===== src/hw/branch_pkg.sv =====
// shared types and constants for the conditional branch unit
package branch_pkg;

  // program counter addresses words of an 8K-word program store
  localparam int PC_W = 13;
  // branch displacement is a signed 7-bit field
  localparam int OFF_W = 7;

  // constant added on top of the displacement
  localparam logic [PC_W-1:0] PC_STEP = 13'h0001;
  // program counter value after reset
  localparam logic [PC_W-1:0] PC_RESET = 13'h0000;

  // cycles from issue to answer
  localparam int FALL_CYCLES = 1;
  localparam int TAKEN_CYCLES = 2;

  // branch kinds decoded upstream
  typedef enum logic [3:0] {
    branch_if_nonzero = 4'h0,
    branch_carry_set = 4'h1,
    branch_carry_clear = 4'h2,
    branch_unsigned_at_least = 4'h3,
    branch_unsigned_below = 4'h4,
    branch_negative = 4'h5,
    branch_positive = 4'h6,
    branch_signed_at_least = 4'h7,
    branch_signed_below = 4'h8,
    branch_nibble_carry_set = 4'h9,
    branch_nibble_carry_clear = 4'hA,
    branch_user_flag_set = 4'hB,
    branch_user_flag_clear = 4'hC
  } branch_kind_e;

  // status flags; all but sign_flag are seen by the branch tests
  typedef struct packed {
    logic user_flag;
    logic nibble_carry;
    logic sign_flag;
    logic overflow;
    logic negative;
    logic null_result;
    logic carry;
  } status_flags_s;

  // status flags after reset
  localparam status_flags_s FLAGS_RESET = 7'h00;

  // one branch request from decode
  typedef struct packed {
    logic valid;
    logic [3:0] kind;
    logic [OFF_W-1:0] offset;
    logic [PC_W-1:0] program_counter;
    status_flags_s flags;
  } branch_req_s;

  // answer to the program counter stage
  typedef struct packed {
    logic done;
    logic taken;
    logic illegal;
    logic [PC_W-1:0] program_counter;
  } branch_ans_s;

  // sequencer phase
  typedef enum logic [1:0] {
    ph_idle = 2'b00,
    ph_taken = 2'b01
  } branch_phase_e;

endpackage : branch_pkg


===== src/hw/conditional_branch_unit.sv =====
// conditional relative branch evaluation between decode and program counter
//
// Contract
// RULE1: not-equal branch jumps when null flag clear
// RULE2: carry-set branch jumps when carry is one
// RULE3: carry-clear branch jumps when carry is zero
// RULE4: same-or-higher branch equals carry-clear branch
// RULE5: lower branch equals carry-set branch
// RULE6: negative branch jumps when negative flag set
// RULE7: positive branch jumps when negative flag clear
// RULE8: signed at-least jumps when negative xor overflow zero
// RULE9: signed below jumps when negative xor overflow one
// RULE10: nibble-carry-set branch jumps when nibble carry one
// RULE11: nibble-carry-clear branch jumps when nibble carry zero
// RULE12: user-flag-set branch jumps when user flag one
// RULE13: user-flag-clear branch jumps when user flag zero
// RULE14: taken target is counter plus offset plus one
// RULE15: no status flag ever changes
// RULE16: branch finishes in one or two cycles
// RULE17: offset signed; extra cycle only when taken
`timescale 1ns/1ns
`default_nettype none

module conditional_branch_unit
  import branch_pkg::*;
(
  // clock and reset
  input wire logic ref_clk,
  input wire logic rst_b,
  // request from decode
  input wire branch_req_s req,
  output logic ready,
  // answer to program counter stage
  output var branch_ans_s ans,
  // status flags handed back untouched
  output var status_flags_s flags_out,
  output logic flags_write
);

  // whole state of the unit
  typedef struct packed {
    branch_phase_e phase;
    branch_ans_s ans;
    status_flags_s flags;
  } unit_state_s;

  localparam unit_state_s STATE_RESET = '{
    phase: ph_idle,
    ans: '{done: 1'b0, taken: 1'b0, illegal: 1'b0,
           program_counter: PC_RESET},
    flags: FLAGS_RESET
  };

  // registered state and its next value
  unit_state_s st;
  unit_state_s next_st;
  // per-request decode, meaningful only in the issue cycle
  logic issue;
  logic cond;
  logic known;
  logic [PC_W-1:0] target;
  logic [PC_W-1:0] fall_through;

  // a new branch is accepted only while no taken branch is pending
  assign ready = (st.phase == ph_idle);
  assign issue = req.valid && ready;

  // condition select; codes above the last kind are refused as illegal
  always_comb begin
    cond = 1'b0;
    known = 1'b1;
    unique case (req.kind)
      branch_if_nonzero: cond = (req.flags.null_result == 1'b0); // [RULE1]
      branch_carry_set: cond = (req.flags.carry == 1'b1); // [RULE2]
      branch_carry_clear: cond = (req.flags.carry == 1'b0); // [RULE3]
      // same test as carry-clear, kept as its own kind for decode
      branch_unsigned_at_least: cond = (req.flags.carry == 1'b0); // [RULE4]
      branch_unsigned_below: cond = (req.flags.carry == 1'b1); // [RULE5]
      branch_negative: cond = (req.flags.negative == 1'b1); // [RULE6]
      branch_positive: cond = (req.flags.negative == 1'b0); // [RULE7]
      branch_signed_at_least: begin
        cond = ((req.flags.negative ^ req.flags.overflow) == 1'b0); // [RULE8]
      end
      branch_signed_below: begin
        cond = ((req.flags.negative ^ req.flags.overflow) == 1'b1); // [RULE9]
      end
      branch_nibble_carry_set: begin
        cond = (req.flags.nibble_carry == 1'b1); // [RULE10]
      end
      branch_nibble_carry_clear: begin
        cond = (req.flags.nibble_carry == 1'b0); // [RULE11]
      end
      branch_user_flag_set: cond = (req.flags.user_flag == 1'b1); // [RULE12]
      branch_user_flag_clear: cond = (req.flags.user_flag == 1'b0); // [RULE13]
      default: known = 1'b0;
    endcase
  end

  // sign-extend the displacement so backward jumps wrap correctly
  // the sum wraps at the counter width, as the fetch path expects
  assign target = req.program_counter
                  + {{(PC_W-OFF_W){req.offset[OFF_W-1]}}, req.offset}
                  + PC_STEP; // [RULE14] [RULE17]
  assign fall_through = req.program_counter + PC_STEP;

  // sequencer: fall-through answers next cycle, taken one cycle later
  always_comb begin
    next_st = st;
    next_st.ans.done = 1'b0;
    unique case (st.phase)
      ph_idle: begin
        if (issue) begin
          next_st.flags = req.flags; // [RULE15]
          next_st.ans.illegal = !known;
          if (known && cond) begin
            // target held until the second cycle ends
            next_st.phase = ph_taken; // [RULE16] [RULE17]
            next_st.ans.taken = 1'b1;
            next_st.ans.program_counter = target;
          end else begin
            next_st.ans.done = 1'b1; // [RULE16]
            next_st.ans.taken = 1'b0;
            next_st.ans.program_counter = fall_through;
          end
        end
      end
      ph_taken: begin
        next_st.phase = ph_idle;
        next_st.ans.done = 1'b1; // [RULE16]
      end
    endcase
  end

  // state register
  always_ff @(posedge ref_clk or negedge rst_b) begin
    if (!rst_b) begin
      st <= STATE_RESET;
    end else begin
      st <= next_st;
    end
  end

  // outputs straight from the state register
  assign ans = st.ans;
  assign flags_out = st.flags;
  // the unit never writes status, whatever the outcome
  assign flags_write = 1'b0; // [RULE15]

  // checks of each branch test against the flags seen at issue
  a_nonzero_test: assert property ( // [RULE1]
    @(posedge ref_clk) disable iff (!rst_b)
    (issue && req.kind == branch_if_nonzero)
    |=> ((st.phase == ph_taken) == !$past(req.flags.null_result)))
    else $error("nonzero branch decision wrong");

  // carry tests; the unsigned pair reuses them
  a_carry_set: assert property ( // [RULE2]
    @(posedge ref_clk) disable iff (!rst_b)
    (issue && req.kind == branch_carry_set)
    |=> ((st.phase == ph_taken) == $past(req.flags.carry)))
    else $error("carry set branch decision wrong");

  a_carry_clear: assert property ( // [RULE3]
    @(posedge ref_clk) disable iff (!rst_b)
    (issue && req.kind == branch_carry_clear)
    |=> ((st.phase == ph_taken) == !$past(req.flags.carry)))
    else $error("carry clear branch decision wrong");

  a_unsigned_at_least: assert property ( // [RULE4]
    @(posedge ref_clk) disable iff (!rst_b)
    (issue && req.kind == branch_unsigned_at_least && req.flags.carry)
    |=> (st.ans.done && !st.ans.taken))
    else $error("same or higher branch taken on carry");

  a_unsigned_below: assert property ( // [RULE5]
    @(posedge ref_clk) disable iff (!rst_b)
    (issue && req.kind == branch_unsigned_below)
    |=> ((st.phase == ph_taken) == $past(req.flags.carry)))
    else $error("lower branch decision wrong");

  // tests on the sign of the last result
  a_negative_test: assert property ( // [RULE6]
    @(posedge ref_clk) disable iff (!rst_b)
    (issue && req.kind == branch_negative)
    |=> ((st.phase == ph_taken) == $past(req.flags.negative)))
    else $error("negative branch decision wrong");

  a_positive_test: assert property ( // [RULE7]
    @(posedge ref_clk) disable iff (!rst_b)
    (issue && req.kind == branch_positive && !req.flags.negative)
    |=> (st.phase == ph_taken) ##1 (st.ans.done && st.ans.taken))
    else $error("positive branch not taken");

  // signed compares look at negative xor overflow
  a_signed_at_least: assert property ( // [RULE8]
    @(posedge ref_clk) disable iff (!rst_b)
    (issue && req.kind == branch_signed_at_least)
    |=> ((st.phase == ph_taken)
         == !($past(req.flags.negative) ^ $past(req.flags.overflow))))
    else $error("signed at least branch decision wrong");

  a_signed_below: assert property ( // [RULE9]
    @(posedge ref_clk) disable iff (!rst_b)
    (issue && req.kind == branch_signed_below)
    |=> ((st.phase == ph_taken)
         == ($past(req.flags.negative) ^ $past(req.flags.overflow))))
    else $error("signed below branch decision wrong");

  // nibble carry tests
  a_nibble_set: assert property ( // [RULE10]
    @(posedge ref_clk) disable iff (!rst_b)
    (issue && req.kind == branch_nibble_carry_set)
    |=> ((st.phase == ph_taken) == $past(req.flags.nibble_carry)))
    else $error("nibble carry set branch decision wrong");

  a_nibble_clear: assert property ( // [RULE11]
    @(posedge ref_clk) disable iff (!rst_b)
    (issue && req.kind == branch_nibble_carry_clear)
    |=> ((st.phase == ph_taken) == !$past(req.flags.nibble_carry)))
    else $error("nibble carry clear branch decision wrong");

  // spare user flag tests
  a_user_set: assert property ( // [RULE12]
    @(posedge ref_clk) disable iff (!rst_b)
    (issue && req.kind == branch_user_flag_set)
    |=> ((st.phase == ph_taken) == $past(req.flags.user_flag)))
    else $error("user flag set branch decision wrong");

  a_user_clear: assert property ( // [RULE13]
    @(posedge ref_clk) disable iff (!rst_b)
    (issue && req.kind == branch_user_flag_clear)
    |=> ((st.phase == ph_taken) == !$past(req.flags.user_flag)))
    else $error("user flag clear branch decision wrong");

  // target arithmetic, including backward jumps
  a_target_sum: assert property ( // [RULE14]
    @(posedge ref_clk) disable iff (!rst_b)
    (issue && known && cond)
    |=> ##1 (st.ans.done && st.ans.program_counter
             == $past(req.program_counter, 2)
                + {{(PC_W-OFF_W){$past(req.offset[OFF_W-1], 2)}},
                   $past(req.offset, 2)}
                + PC_STEP))
    else $error("taken target not counter plus offset plus one");

  // a fall-through leaves the counter one past the branch
  a_fall_through: assert property ( // [RULE14]
    @(posedge ref_clk) disable iff (!rst_b)
    (issue && !(known && cond))
    |=> (st.ans.program_counter == $past(req.program_counter) + PC_STEP))
    else $error("fall through counter not advanced by one");

  // flags pass through unchanged and are never written;
  // only a back-to-back issue may replace the copy
  a_flags_kept: assert property ( // [RULE15]
    @(posedge ref_clk) disable iff (!rst_b)
    issue |=> (flags_out == $past(req.flags)) && !flags_write
              ##1 ($past(issue) || flags_out == $past(flags_out)))
    else $error("status flags changed by branch");

  // completion timing: one cycle when falling through, two when taken
  a_fall_timing: assert property ( // [RULE16]
    @(posedge ref_clk) disable iff (!rst_b)
    (issue && !(known && cond)) |=> st.ans.done && ready)
    else $error("fall through not finished in one cycle");

  a_taken_timing: assert property ( // [RULE16] [RULE17]
    @(posedge ref_clk) disable iff (!rst_b)
    (issue && known && cond)
    |=> (!st.ans.done && !ready) ##1 (st.ans.done && st.ans.taken && ready))
    else $error("taken branch not finished in two cycles");

  // done is a pulse unless another branch follows at once
  a_done_single: assert property ( // [RULE16]
    @(posedge ref_clk) disable iff (!rst_b)
    st.ans.done |=> !st.ans.done || $past(issue))
    else $error("done held without a new branch");

  // a request while busy must not start a new branch
  a_refused_busy: assert property ( // [RULE17]
    @(posedge ref_clk) disable iff (!rst_b)
    (st.phase == ph_taken && req.valid)
    |=> (st.ans.done && ready && $stable(st.ans.program_counter)))
    else $error("request accepted while a taken branch was pending");

  // codes past the last kind are answered at once and marked
  a_illegal_code: assert property ( // [RULE16]
    @(posedge ref_clk) disable iff (!rst_b)
    (issue && req.kind > branch_user_flag_clear)
    |=> (st.ans.done && st.ans.illegal && !st.ans.taken))
    else $error("unknown kind not marked illegal");

  // known codes never carry the illegal mark
  a_known_code: assert property ( // [RULE16]
    @(posedge ref_clk) disable iff (!rst_b)
    (issue && req.kind <= branch_user_flag_clear)
    |=> !st.ans.illegal)
    else $error("known kind marked illegal");

  // answer and flag copy stand until the next issue
  a_answer_held: assert property ( // [RULE15] [RULE16]
    @(posedge ref_clk) disable iff (!rst_b)
    !issue |=> $stable(st.ans.program_counter) && $stable(st.ans.taken)
               && $stable(st.ans.illegal) && $stable(flags_out))
    else $error("answer changed without a new branch");

  // busy lasts exactly one cycle and ends with the answer
  a_busy_once: assert property ( // [RULE16]
    @(posedge ref_clk) disable iff (!rst_b)
    !ready |=> (ready && st.ans.done))
    else $error("busy phase not one cycle long");

  // an answer is only ever given from the idle phase
  a_done_ready: assert property ( // [RULE16]
    @(posedge ref_clk) disable iff (!rst_b)
    st.ans.done |-> ready)
    else $error("answer given while still busy");

  // taken target is already shown in the busy cycle
  a_target_early: assert property ( // [RULE14] [RULE17]
    @(posedge ref_clk) disable iff (!rst_b)
    (issue && known && cond)
    |=> (st.ans.taken && st.ans.program_counter
         == $past(req.program_counter)
            + {{(PC_W-OFF_W){$past(req.offset[OFF_W-1])}},
               $past(req.offset)}
            + PC_STEP))
    else $error("taken target not shown in busy cycle");

  // a fall-through never spends the busy cycle
  a_fall_no_busy: assert property ( // [RULE17]
    @(posedge ref_clk) disable iff (!rst_b)
    (issue && !(known && cond)) |=> (st.phase == ph_idle && !st.ans.taken))
    else $error("fall through spent an extra cycle");

  // one edge after reset is seen the unit is idle and writes nothing
  a_reset_quiet: assert property ( // [RULE15]
    @(posedge ref_clk)
    !rst_b |=> (ready && !st.ans.done && !flags_write
                && flags_out == FLAGS_RESET))
    else $error("unit not quiet after reset");

endmodule : conditional_branch_unit

`default_nettype wire


===== config.mk =====
export PLATFORM = sky130hd
export DESIGN_NAME = conditional_branch_unit
export DESIGN_NICKNAME = d
export VERILOG_FILES = /design/src/hw/branch_pkg.sv /design/src/hw/conditional_branch_unit.sv
export SDC_FILE = /design/constraint.sdc
export NUM_CORES = 1
export LEC_CHECK = 0
export BUFFER_PORTS_ARGS = -buffer_cell sky130_fd_sc_hd__buf_2
export CAP_MARGIN = 25
export CORE_ASPECT_RATIO = 1.1
export CORE_UTILIZATION = 30
export DETAILED_ROUTE_END_ITERATION = 12
export GPL_TIMING_DRIVEN = 0
export PLACE_DENSITY_LB_ADDON = 0.2
export SKIP_LAST_GASP = 1
export SLEW_MARGIN = 0
export SYNTH_ARGS = -nofsm -noshare
export SYNTH_HDL_FRONTEND = slang
export SYNTH_SLANG_ARGS = --single-unit

===== constraint.sdc =====
create_clock -name ref_clk -period 1.7 [get_ports ref_clk]
set_clock_uncertainty 0.15 [all_clocks]
set_input_delay 0.34 -clock ref_clk [delete_from_list [all_inputs] [get_ports ref_clk]]
set_output_delay 0.34 -clock ref_clk [all_outputs]
set_load 0.005 [all_outputs]

=== Yosys cells after proc, flatten, opt, wreduce, memory -nomap -nowiden ===
Index checks and enable logic that the tools add are counted.

* Flip-flop bits (word level): 25
* Bits of input ports: 34
* Output and inout bits: 25
* Logic and storage cells: 55

* $add $sub $neg: 3
* Equal/unequal tests: 15
* Muxes and demuxes: 8
* Bitwise logic cells: 7
* Reduce and logical (&&, ||, !) cells: 10

{| class="wikitable"
|+ Operators with widths
! cell !! count
|-
| adder 13 x 1 -> 13 bit (second input constant) || 2
|-
| 2-to-1 mux 25 bit || 1
|-
| equality test 4 bit (second input constant) || 5
|-
| equality test 4 x 3 -> 1 bit (second input constant) || 4
|-
| adder 13 bit || 1
|-
| 2-to-1 mux 13 bit || 1
|-
| OR reduction 13 bit || 1
|-
| case mux 1 bit (11 select lines) || 1
|-
| equality test 4 x 2 -> 1 bit (second input constant) || 2
|-
| NOT 1 bit || 6
|-
| case mux 3 bit (2 select lines) || 1
|-
| equality test 4 x 1 -> 1 bit (second input constant) || 1
|-
| logical NOT 4 bit || 1
|-
| != test 2 x 1 -> 1 bit (second input constant) || 2
|-
| AND reduction 2 bit || 2
|-
| OR reduction 2 bit || 2
|-
| 2-to-1 mux 1 bit || 3
|-
| equality test 2 x 1 -> 1 bit (second input constant) || 1
|-
| logical AND 1 bit || 2
|-
| logical NOT 2 bit || 1
|-
| 2-to-1 mux 2 bit || 1
|-
| logical NOT 1 bit || 1
|-
| XOR 1 bit || 1
|}

=== Longest topological paths before layout ===
Gate-level depths: netlist of run 1.

* Word-level depth: 7
* Gate-level depth with buffers: 10
* Gate-level depth less buffers: 10

=== Worst setup path before layout of run 1 ===
OpenSTA, ideal clock, no wires.

* Path kind: input -> register
* From: input req[7] (netlist bit)
* To: register st (netlist bit ans[12])
* Library setup time: 0.126 ns
* Arrival: 2.194 ns
* Data required time: 1.424 ns
* Path slack: -0.770 ns
* Cell stages on the path: 10
* Buffers on the path: 0
* Cell sequence: inv_1 -> ha_1 -> inv_1 -> fa_1 -> a211oi_1 -> o311ai_1 -> a21oi_1 -> o211ai_1 -> and4b_1 -> a221o_1

* Word-level cells in the longest chain between the ends: 3
* Elaborated cells on any way between the ends: 4
* Those cells by class: add/sub: 3; mux: 1

{| class="wikitable"
|+ Ends and longest elaborated chain
! item !! RTL line !! source
|-
| from (decl) || conditional_branch_unit.sv:31 || <nowiki>input wire branch_req_s req,</nowiki>
|-
| adder 13 bit || conditional_branch_unit.sv:102 || <nowiki>+ {{(PC_W-OFF_W){req.offset[OFF_W-1]}}, req.offset}</nowiki>
|-
| adder 13 x 1 -> 13 bit || conditional_branch_unit.sv:103 || <nowiki>+ PC_STEP;</nowiki>
|-
| 2-to-1 mux 13 bit (*) || conditional_branch_unit.sv:115 || <nowiki>if (known && cond) begin</nowiki>
|-
| to (signal assigned) || conditional_branch_unit.sv:139 || <nowiki>st <= next_st;</nowiki>
|-
| to (decl) || conditional_branch_unit.sv:55 || <nowiki>unit_state_s st;</nowiki>
|}

Mark *: on every way between the ends. The rest lies on a longest branch, timed or not.
A chain may end at the register's enable or synchronous reset.

=== Worst setup path in the final report of run 1 ===
Ends and elaborated chain as after synthesis.

==> impl_metrics.yaml, run 1 <==
timing:
  fin_crit_ns: 2.151
  slew_violations: 0
  finalCritPeriodShare_pct: 126.5
  rsz0062_at_grt: "true"
  relSlewSlack_pct: 63.16
  timing.final.ws_setup_ns: -0.4507
  fmax_ghz: 0.4650
  hold_violations: 0
  tightest_slew_ns: 0.5526
  finalSetupViolCount: 12
  holdWs_ns: 0.1175
run:
  cap_viol_max_count: 0
grt:
  grt_pass1_vias: 1965
  grt_max_degree: 25
  grt_usage_pct: 14.54
  grt_pass1_wl_mm: 8.611
  antenna_found_initial: 0
  grt-ovfl-total: 0
cts:
  cts.sinks: 24
  h-tree-depth: 1
  cts_buffers: 3
  root_buffer: "clkbuf_8"
  cts_tree: "done"
  clockBufferDepth: 2
  clk_pin_slew_ns: 0.09
  insertion_delay_ns: 0.27
setup_path:
  crit_start: "req[7]"
  r2r_slack_ns: 0.09
  cp_top_family: "compound AO/OA/AOI/OAI gates"
  reg2reg_depth: 4
  criticalPathCategory: "input pin to register"
  start_kind: "input pin"
  cp_slowest_cell: "fa_2"
  reg2reg_from: "st[23]"
  cp.arrival_ns: 2.16
  critPathCapture: "ans[12]"
  worstPathMaxFanout: 3
  worstPathRequired_ns: 1.71
  cp_num_cells: 11
  crit_chain: "buf_12 -> inv_12 -> ha_4 -> inv_2 -> fa_2 -> a211oi_2 -> o311ai_2 -> a21oi_2 -> o211ai_1 -> and4b_1 -> a221o_1"
  r2r_end: "ans[6]"
  crit_path_max_incr_delay_ns: 0.34
  crit_buf_inv: 3
  cp-end-kind: "register"
synth:
  yosysMostFrequentCell: "nand2_1"
  yosys_warnings: 0
  synth-adder-area-share_pct: 8.573
  synthXorXnorAreaFrac_pct: 7.810
  yosys_register_bits: 24
  async_reset_ff_share_pct: 100.0
  synth_largest_area_cell: "dfrtp_1"
  synth_compound_area_share_pct: 18.67
  synthTopCellsByCount: "41 x nand2_1, 25 x buf_4, 24 x dfrtp_1, 15 x nor2_1, 14 x xnor2_1"
  synth-edff-count: 0
  postSynthCellCount: 261
  synth_top_family_by_area: "simple AND/OR/NAND/NOR gates"
  synth_cell_type_count: 50
  synth_top_area_share_pct: 28.19
  ys.flop_type: "dfrtp_1"
  yosys.area_share.simple_pct: 22.43
  ys_seq_area_share_pct: 28.19
  synthMuxAreaShare_pct: 1.879
  netlist_area_um2: 2131
  syn_nets: 309
  synth.area.top_cells: "dfrtp_1 28%, buf_4 8.8%, ha_1 7.6%, nand2_1 7.2%, xnor2_1 5.8%"
  syn_avg_cell_area_um2: 8.164
routing:
  viasPerCell: 4.974
  wl_met1_mm: 2.397
  drt-total-wl_mm: 5.543
  wl_met3_um: 227
  dr.first_iter.drc_count: 85
  dr.pass1.iters: 4
  ant_nets: 0
  wl_per_cell_um: 13.23
  num_vias: 2084
  dr_wl_met2_mm: 2.841
  top_layer_used: "met4"
  drc: 0
floorplan:
  core.rowCount: 31
  fp.dieArea_um2: 7444
  core_area_um2: 6710
  die_w_um: 82.36
  start_util_pct: 31.75
  num_io_pins: 59
  die_h_um: 90.39
final_layout:
  fin_nets: 386
  diodes: 0
  final_layout_size_suffix_gt1_share_pct: 43.03
  nFillCells: 678
  area_growth_pct: 42.28
  final_util_pct: 45.18
min_path:
  hold_depth: 3
  hold_path_class: "input pin to register"
placement:
  gp_congestion: 0.8227
  dp_hpwl_mm: 4.138
  preCtsSetupSlack_ns: -0.9709
  port_buffers: 55
power:
  p_leak_nw: 1.403
  total_power_mw: 2.177
  p_per_area_nw_per_um2: 718.2
  ir_worst_vdd_uv: 294.0
outcome:
  violations: "setup timing"
  outcome: "finished, violations left"
-- stage by stage --
stage | std cells | area [um^2] | TNS [ns]
3_3_place_gp | 398 | 2595 | -9.073
4_1_cts | 414 | 2786 | -3.159
3_5_place_dp | 398 | 2595 | -8.840
5_1_grt | 419 | 3032 | -3.641
2_1_floorplan | 261 | 2217 | -2.399
6_report | 419 | 3032 | -2.583
-- placed cells by master, fill, tap and decap left out, drive strengths merged, types with 10 or more instances in the layout --
cell type	instances
a21oi	11
buf	99
clkbuf	10
dfrtp	24
ha	13
nand2	41
nand3	12
nor2	16
o21ai	11
xnor2	14
-- layer usage --
layer / up-vias / track usage, %
li1: 1059 / -
met1: 967 / 17.81
met2: 51 / 25.83
met3: 7 / 1.717
met4: 0 / 4.240
met5: - / 0
-- final cells by class --
type	count	area, um^2	share of cell area, %
clock buffer	4	55.05	1.816
inverter	8	47.55	1.568
buffer	32	242.7	8.007
tap	82	102.6	3.384
multi-input combinational	195	1500	49.48
timing repair buffer	74	483.0	15.93
sequential	24	600.6	19.81
-- logic make-up (layout without fill, tap and decap cells) --
| logic type | count (synthesis) | in the layout |
|---|---|---|
| multiplexers | 4 | 4 |
| AO/OA/AOI/OAI | 57 | 57 |
| flip-flops | 24 | 24 |
| AND/OR/NAND/NOR | 100 | 100 |
| buffers and inverters | 42 | 118 |
| XOR/XNOR | 19 | 19 |
| adder cells (fa/ha/maj) | 14 | 14 |
| other | 1 | 1 |
-- how the worst min path moves through the flow --
stage | startpoint | to
global route | req[4] | flags_out[4]
global placement | rst_b | flags_out[5]
finish | req[4] | flags_out[4]
floorplan | rst_b | ans[0]
CTS | req[4] | flags_out[4]
detailed placement | rst_b | flags_out[5]
-- state kept, by name (all words and copies together) (netlist names) --
name,cells
ans,16
flags_out,7
st,1
-- tightest hold or removal path, stage by stage --
cell and delay (ns):
buf_2 0.08, nand2_1 0.04, nand2_1 0.05
-- power by group --
group,internal (mW),switching [mW],leakage (nW)
clock network,0.207,0.195,0.0288
logic,0.579,0.462,1.08
registers,0.676,0.0583,0.295
-- repair_timing --
item	4_1_cts	5_1_grt
cloned	1	0
hold buffers	1	0
endpoints found under the hold margin	24	0
gates resized for setup	13	43
pin swaps	14	23
buffers inserted	10	8
setup endpoints to repair	20	20
Note: power is estimated with default switching activity, not from simulation.
==> inputs of run 2 (changes only) <==
==> constraint.sdc (replaced) <==
create_clock -name ref_clk -period 1.83 [get_ports ref_clk]
set_clock_uncertainty 0.15 [all_clocks]
set_input_delay 0.366 -clock ref_clk [delete_from_list [all_inputs] [get_ports ref_clk]]
set_output_delay 0.366 -clock ref_clk [all_outputs]
set_load 0.005 [all_outputs]
==> impl_metrics.yaml, run 2 (synthesis results as in run 1) <==
outcome:
  outcome: "finished, violations left"
  violations: "setup timing"
timing:
  relSlewSlack_pct: 64.11
  finalCritPeriodShare_pct: 117.4
  fmax_ghz: 0.4653
  hold_violations: 0
  rsz0062_at_grt: "true"
  slew_violations: 0
  finalSetupViolCount: 8
  tightest_slew_ns: 0.5383
  timing.final.ws_setup_ns: -0.3193
  fin_crit_ns: 2.149
  tns_ns: -1.723
  holdWs_ns: 0.1433
final_layout:
  area_growth_pct: 32.47
  final_layout_size_suffix_gt1_share_pct: 37.00
  final_util_pct: 42.07
  layout_commonest_cell: "buf_2"
  largest_reg_flops: 16
  layout_common_cells: "52 x buf_2, 41 x nand2_1, 33 x buf_4"
  nFillCells: 683
  fin_nets: 376
  diodes: 0
routing:
  viasPerCell: 4.844
  drc: 0
  wl_per_cell_um: 12.86
  dr.first_iter.drc_count: 48
  drt-total-wl_mm: 5.259
  ant_nets: 0
  num_vias: 1981
  dr.pass1.iters: 4
grt:
  antenna_found_initial: 0
  grt_max_degree: 25
  grt_usage_pct: 14.14
  grt_pass1_vias: 1865
  grt_pass1_wl_mm: 8.411
  grt-ovfl-total: 0
setup_path:
  critPathCapture: "ans[12]"
  crit_start: "req[7]"
  worstPathRequired_ns: 1.84
  reg2reg_depth: 4
  criticalPathCategory: "input pin to register"
  r2r_slack_ns: 0.10
  reg2reg_from: "st[23]"
  cp.arrival_ns: 2.16
  cp-end-kind: "register"
  worstPathMaxFanout: 3
  start_kind: "input pin"
  r2r_end: "ans[6]"
placement:
  port_buffers: 55
  gp_congestion: 0.8363
  dp_hpwl_mm: 4.193
cts:
  cts_buffers: 3
  cts.sinks: 24
  clk_pin_slew_ns: 0.09
  clockBufferDepth: 2
  h-tree-depth: 1
  root_buffer: "clkbuf_8"
  insertion_delay_ns: 0.26
  cts_tree: "done"
min_path:
  hold_path_class: "input pin to register"
  hold_depth: 3
floorplan:
  num_io_pins: 59
  start_util_pct: 31.75
  core_area_um2: 6710
  fp.dieArea_um2: 7444
  die_w_um: 82.36
  core.rowCount: 31
  die_h_um: 90.39
power:
  p_per_area_nw_per_um2: 682.1
  p_leak_nw: 1.320
  ir_worst_vdd_uv: 328.7
  total_power_mw: 1.925
run:
  cap_viol_max_count: 0
[run 2: cell types whose count changed in the layout (fill, tap and decap cells not counted), sizes merged]
cell and delta:
clkbuf -1, buf -9
[run 2: timing repair]
item / 4_1_cts / 5_1_grt
hold buffers: 1 / 0
gates resized for setup: 11 / 16
endpoints found under the hold margin: 24 / 0
buffers inserted: 6 / 2
endpoints found under the setup margin: 16 / 20
pin swaps: 13 / 11
[run 2: worst min-delay path by stage]
stage / slack (ns) / start / end
after floorplan: -0.08 / rst_b / ans[0]
after global placement: 0.23 / rst_b / flags_out[1]
after detailed placement: 0.23 / rst_b / flags_out[1]
after CTS: 0.15 / req[4] / flags_out[4]
after global routing: 0.15 / req[4] / flags_out[4]
final: 0.14 / req[4] / flags_out[4]
[run 2: layout make-up]
cell class	count	area (um^2)	area share (%)
well taps	82	102.6	3.635
plain buffers	33	242.7	8.599
repair buffers	63	364.1	12.90
multi-input cells	195	1410	49.96
flip-flops and latches	24	600.6	21.28
clock buffers	4	55.05	1.950
inverters	8	47.55	1.684
[run 2: stage by stage]
stage               instance area [um^2]  setup slack [ns]  cells
floorplan                           2202           -0.4316    261
global placement                    2580           -0.8780    398
detailed placement                  2580           -0.8747    398
CTS                                 2735           -0.4433    408
global route                        2823           -0.4129    409
finish                              2823           -0.3193    409
[run 2: routing by layer]
metal	vias to the layer above	share of wire (%)	track usage [%]
met5	-	0	0
met4	0	0.78	3.509
met3	2	3.7	1.010
met2	38	48	24.45
met1	907	48	18.60
li1	1034	-	-
[run 2: critical path, stage by stage]
cell	delay [ns]
buf_12	0.11
inv_12	0.04
ha_4	0.12
inv_2	0.03
fa_2	0.35
a211oi_2	0.22
o311ai_2	0.14
a21oi_2	0.22
o211ai_1	0.10
and4b_1	0.19
a221o_1	0.29
[run 2: power by group]
group | internal [mW] | switching, mW | total [mW]
clock network | 0.192 | 0.174 | 0.366
logic | 0.476 | 0.400 | 0.876
registers | 0.628 | 0.0546 | 0.683
total | 1.30 | 0.629 | 1.93
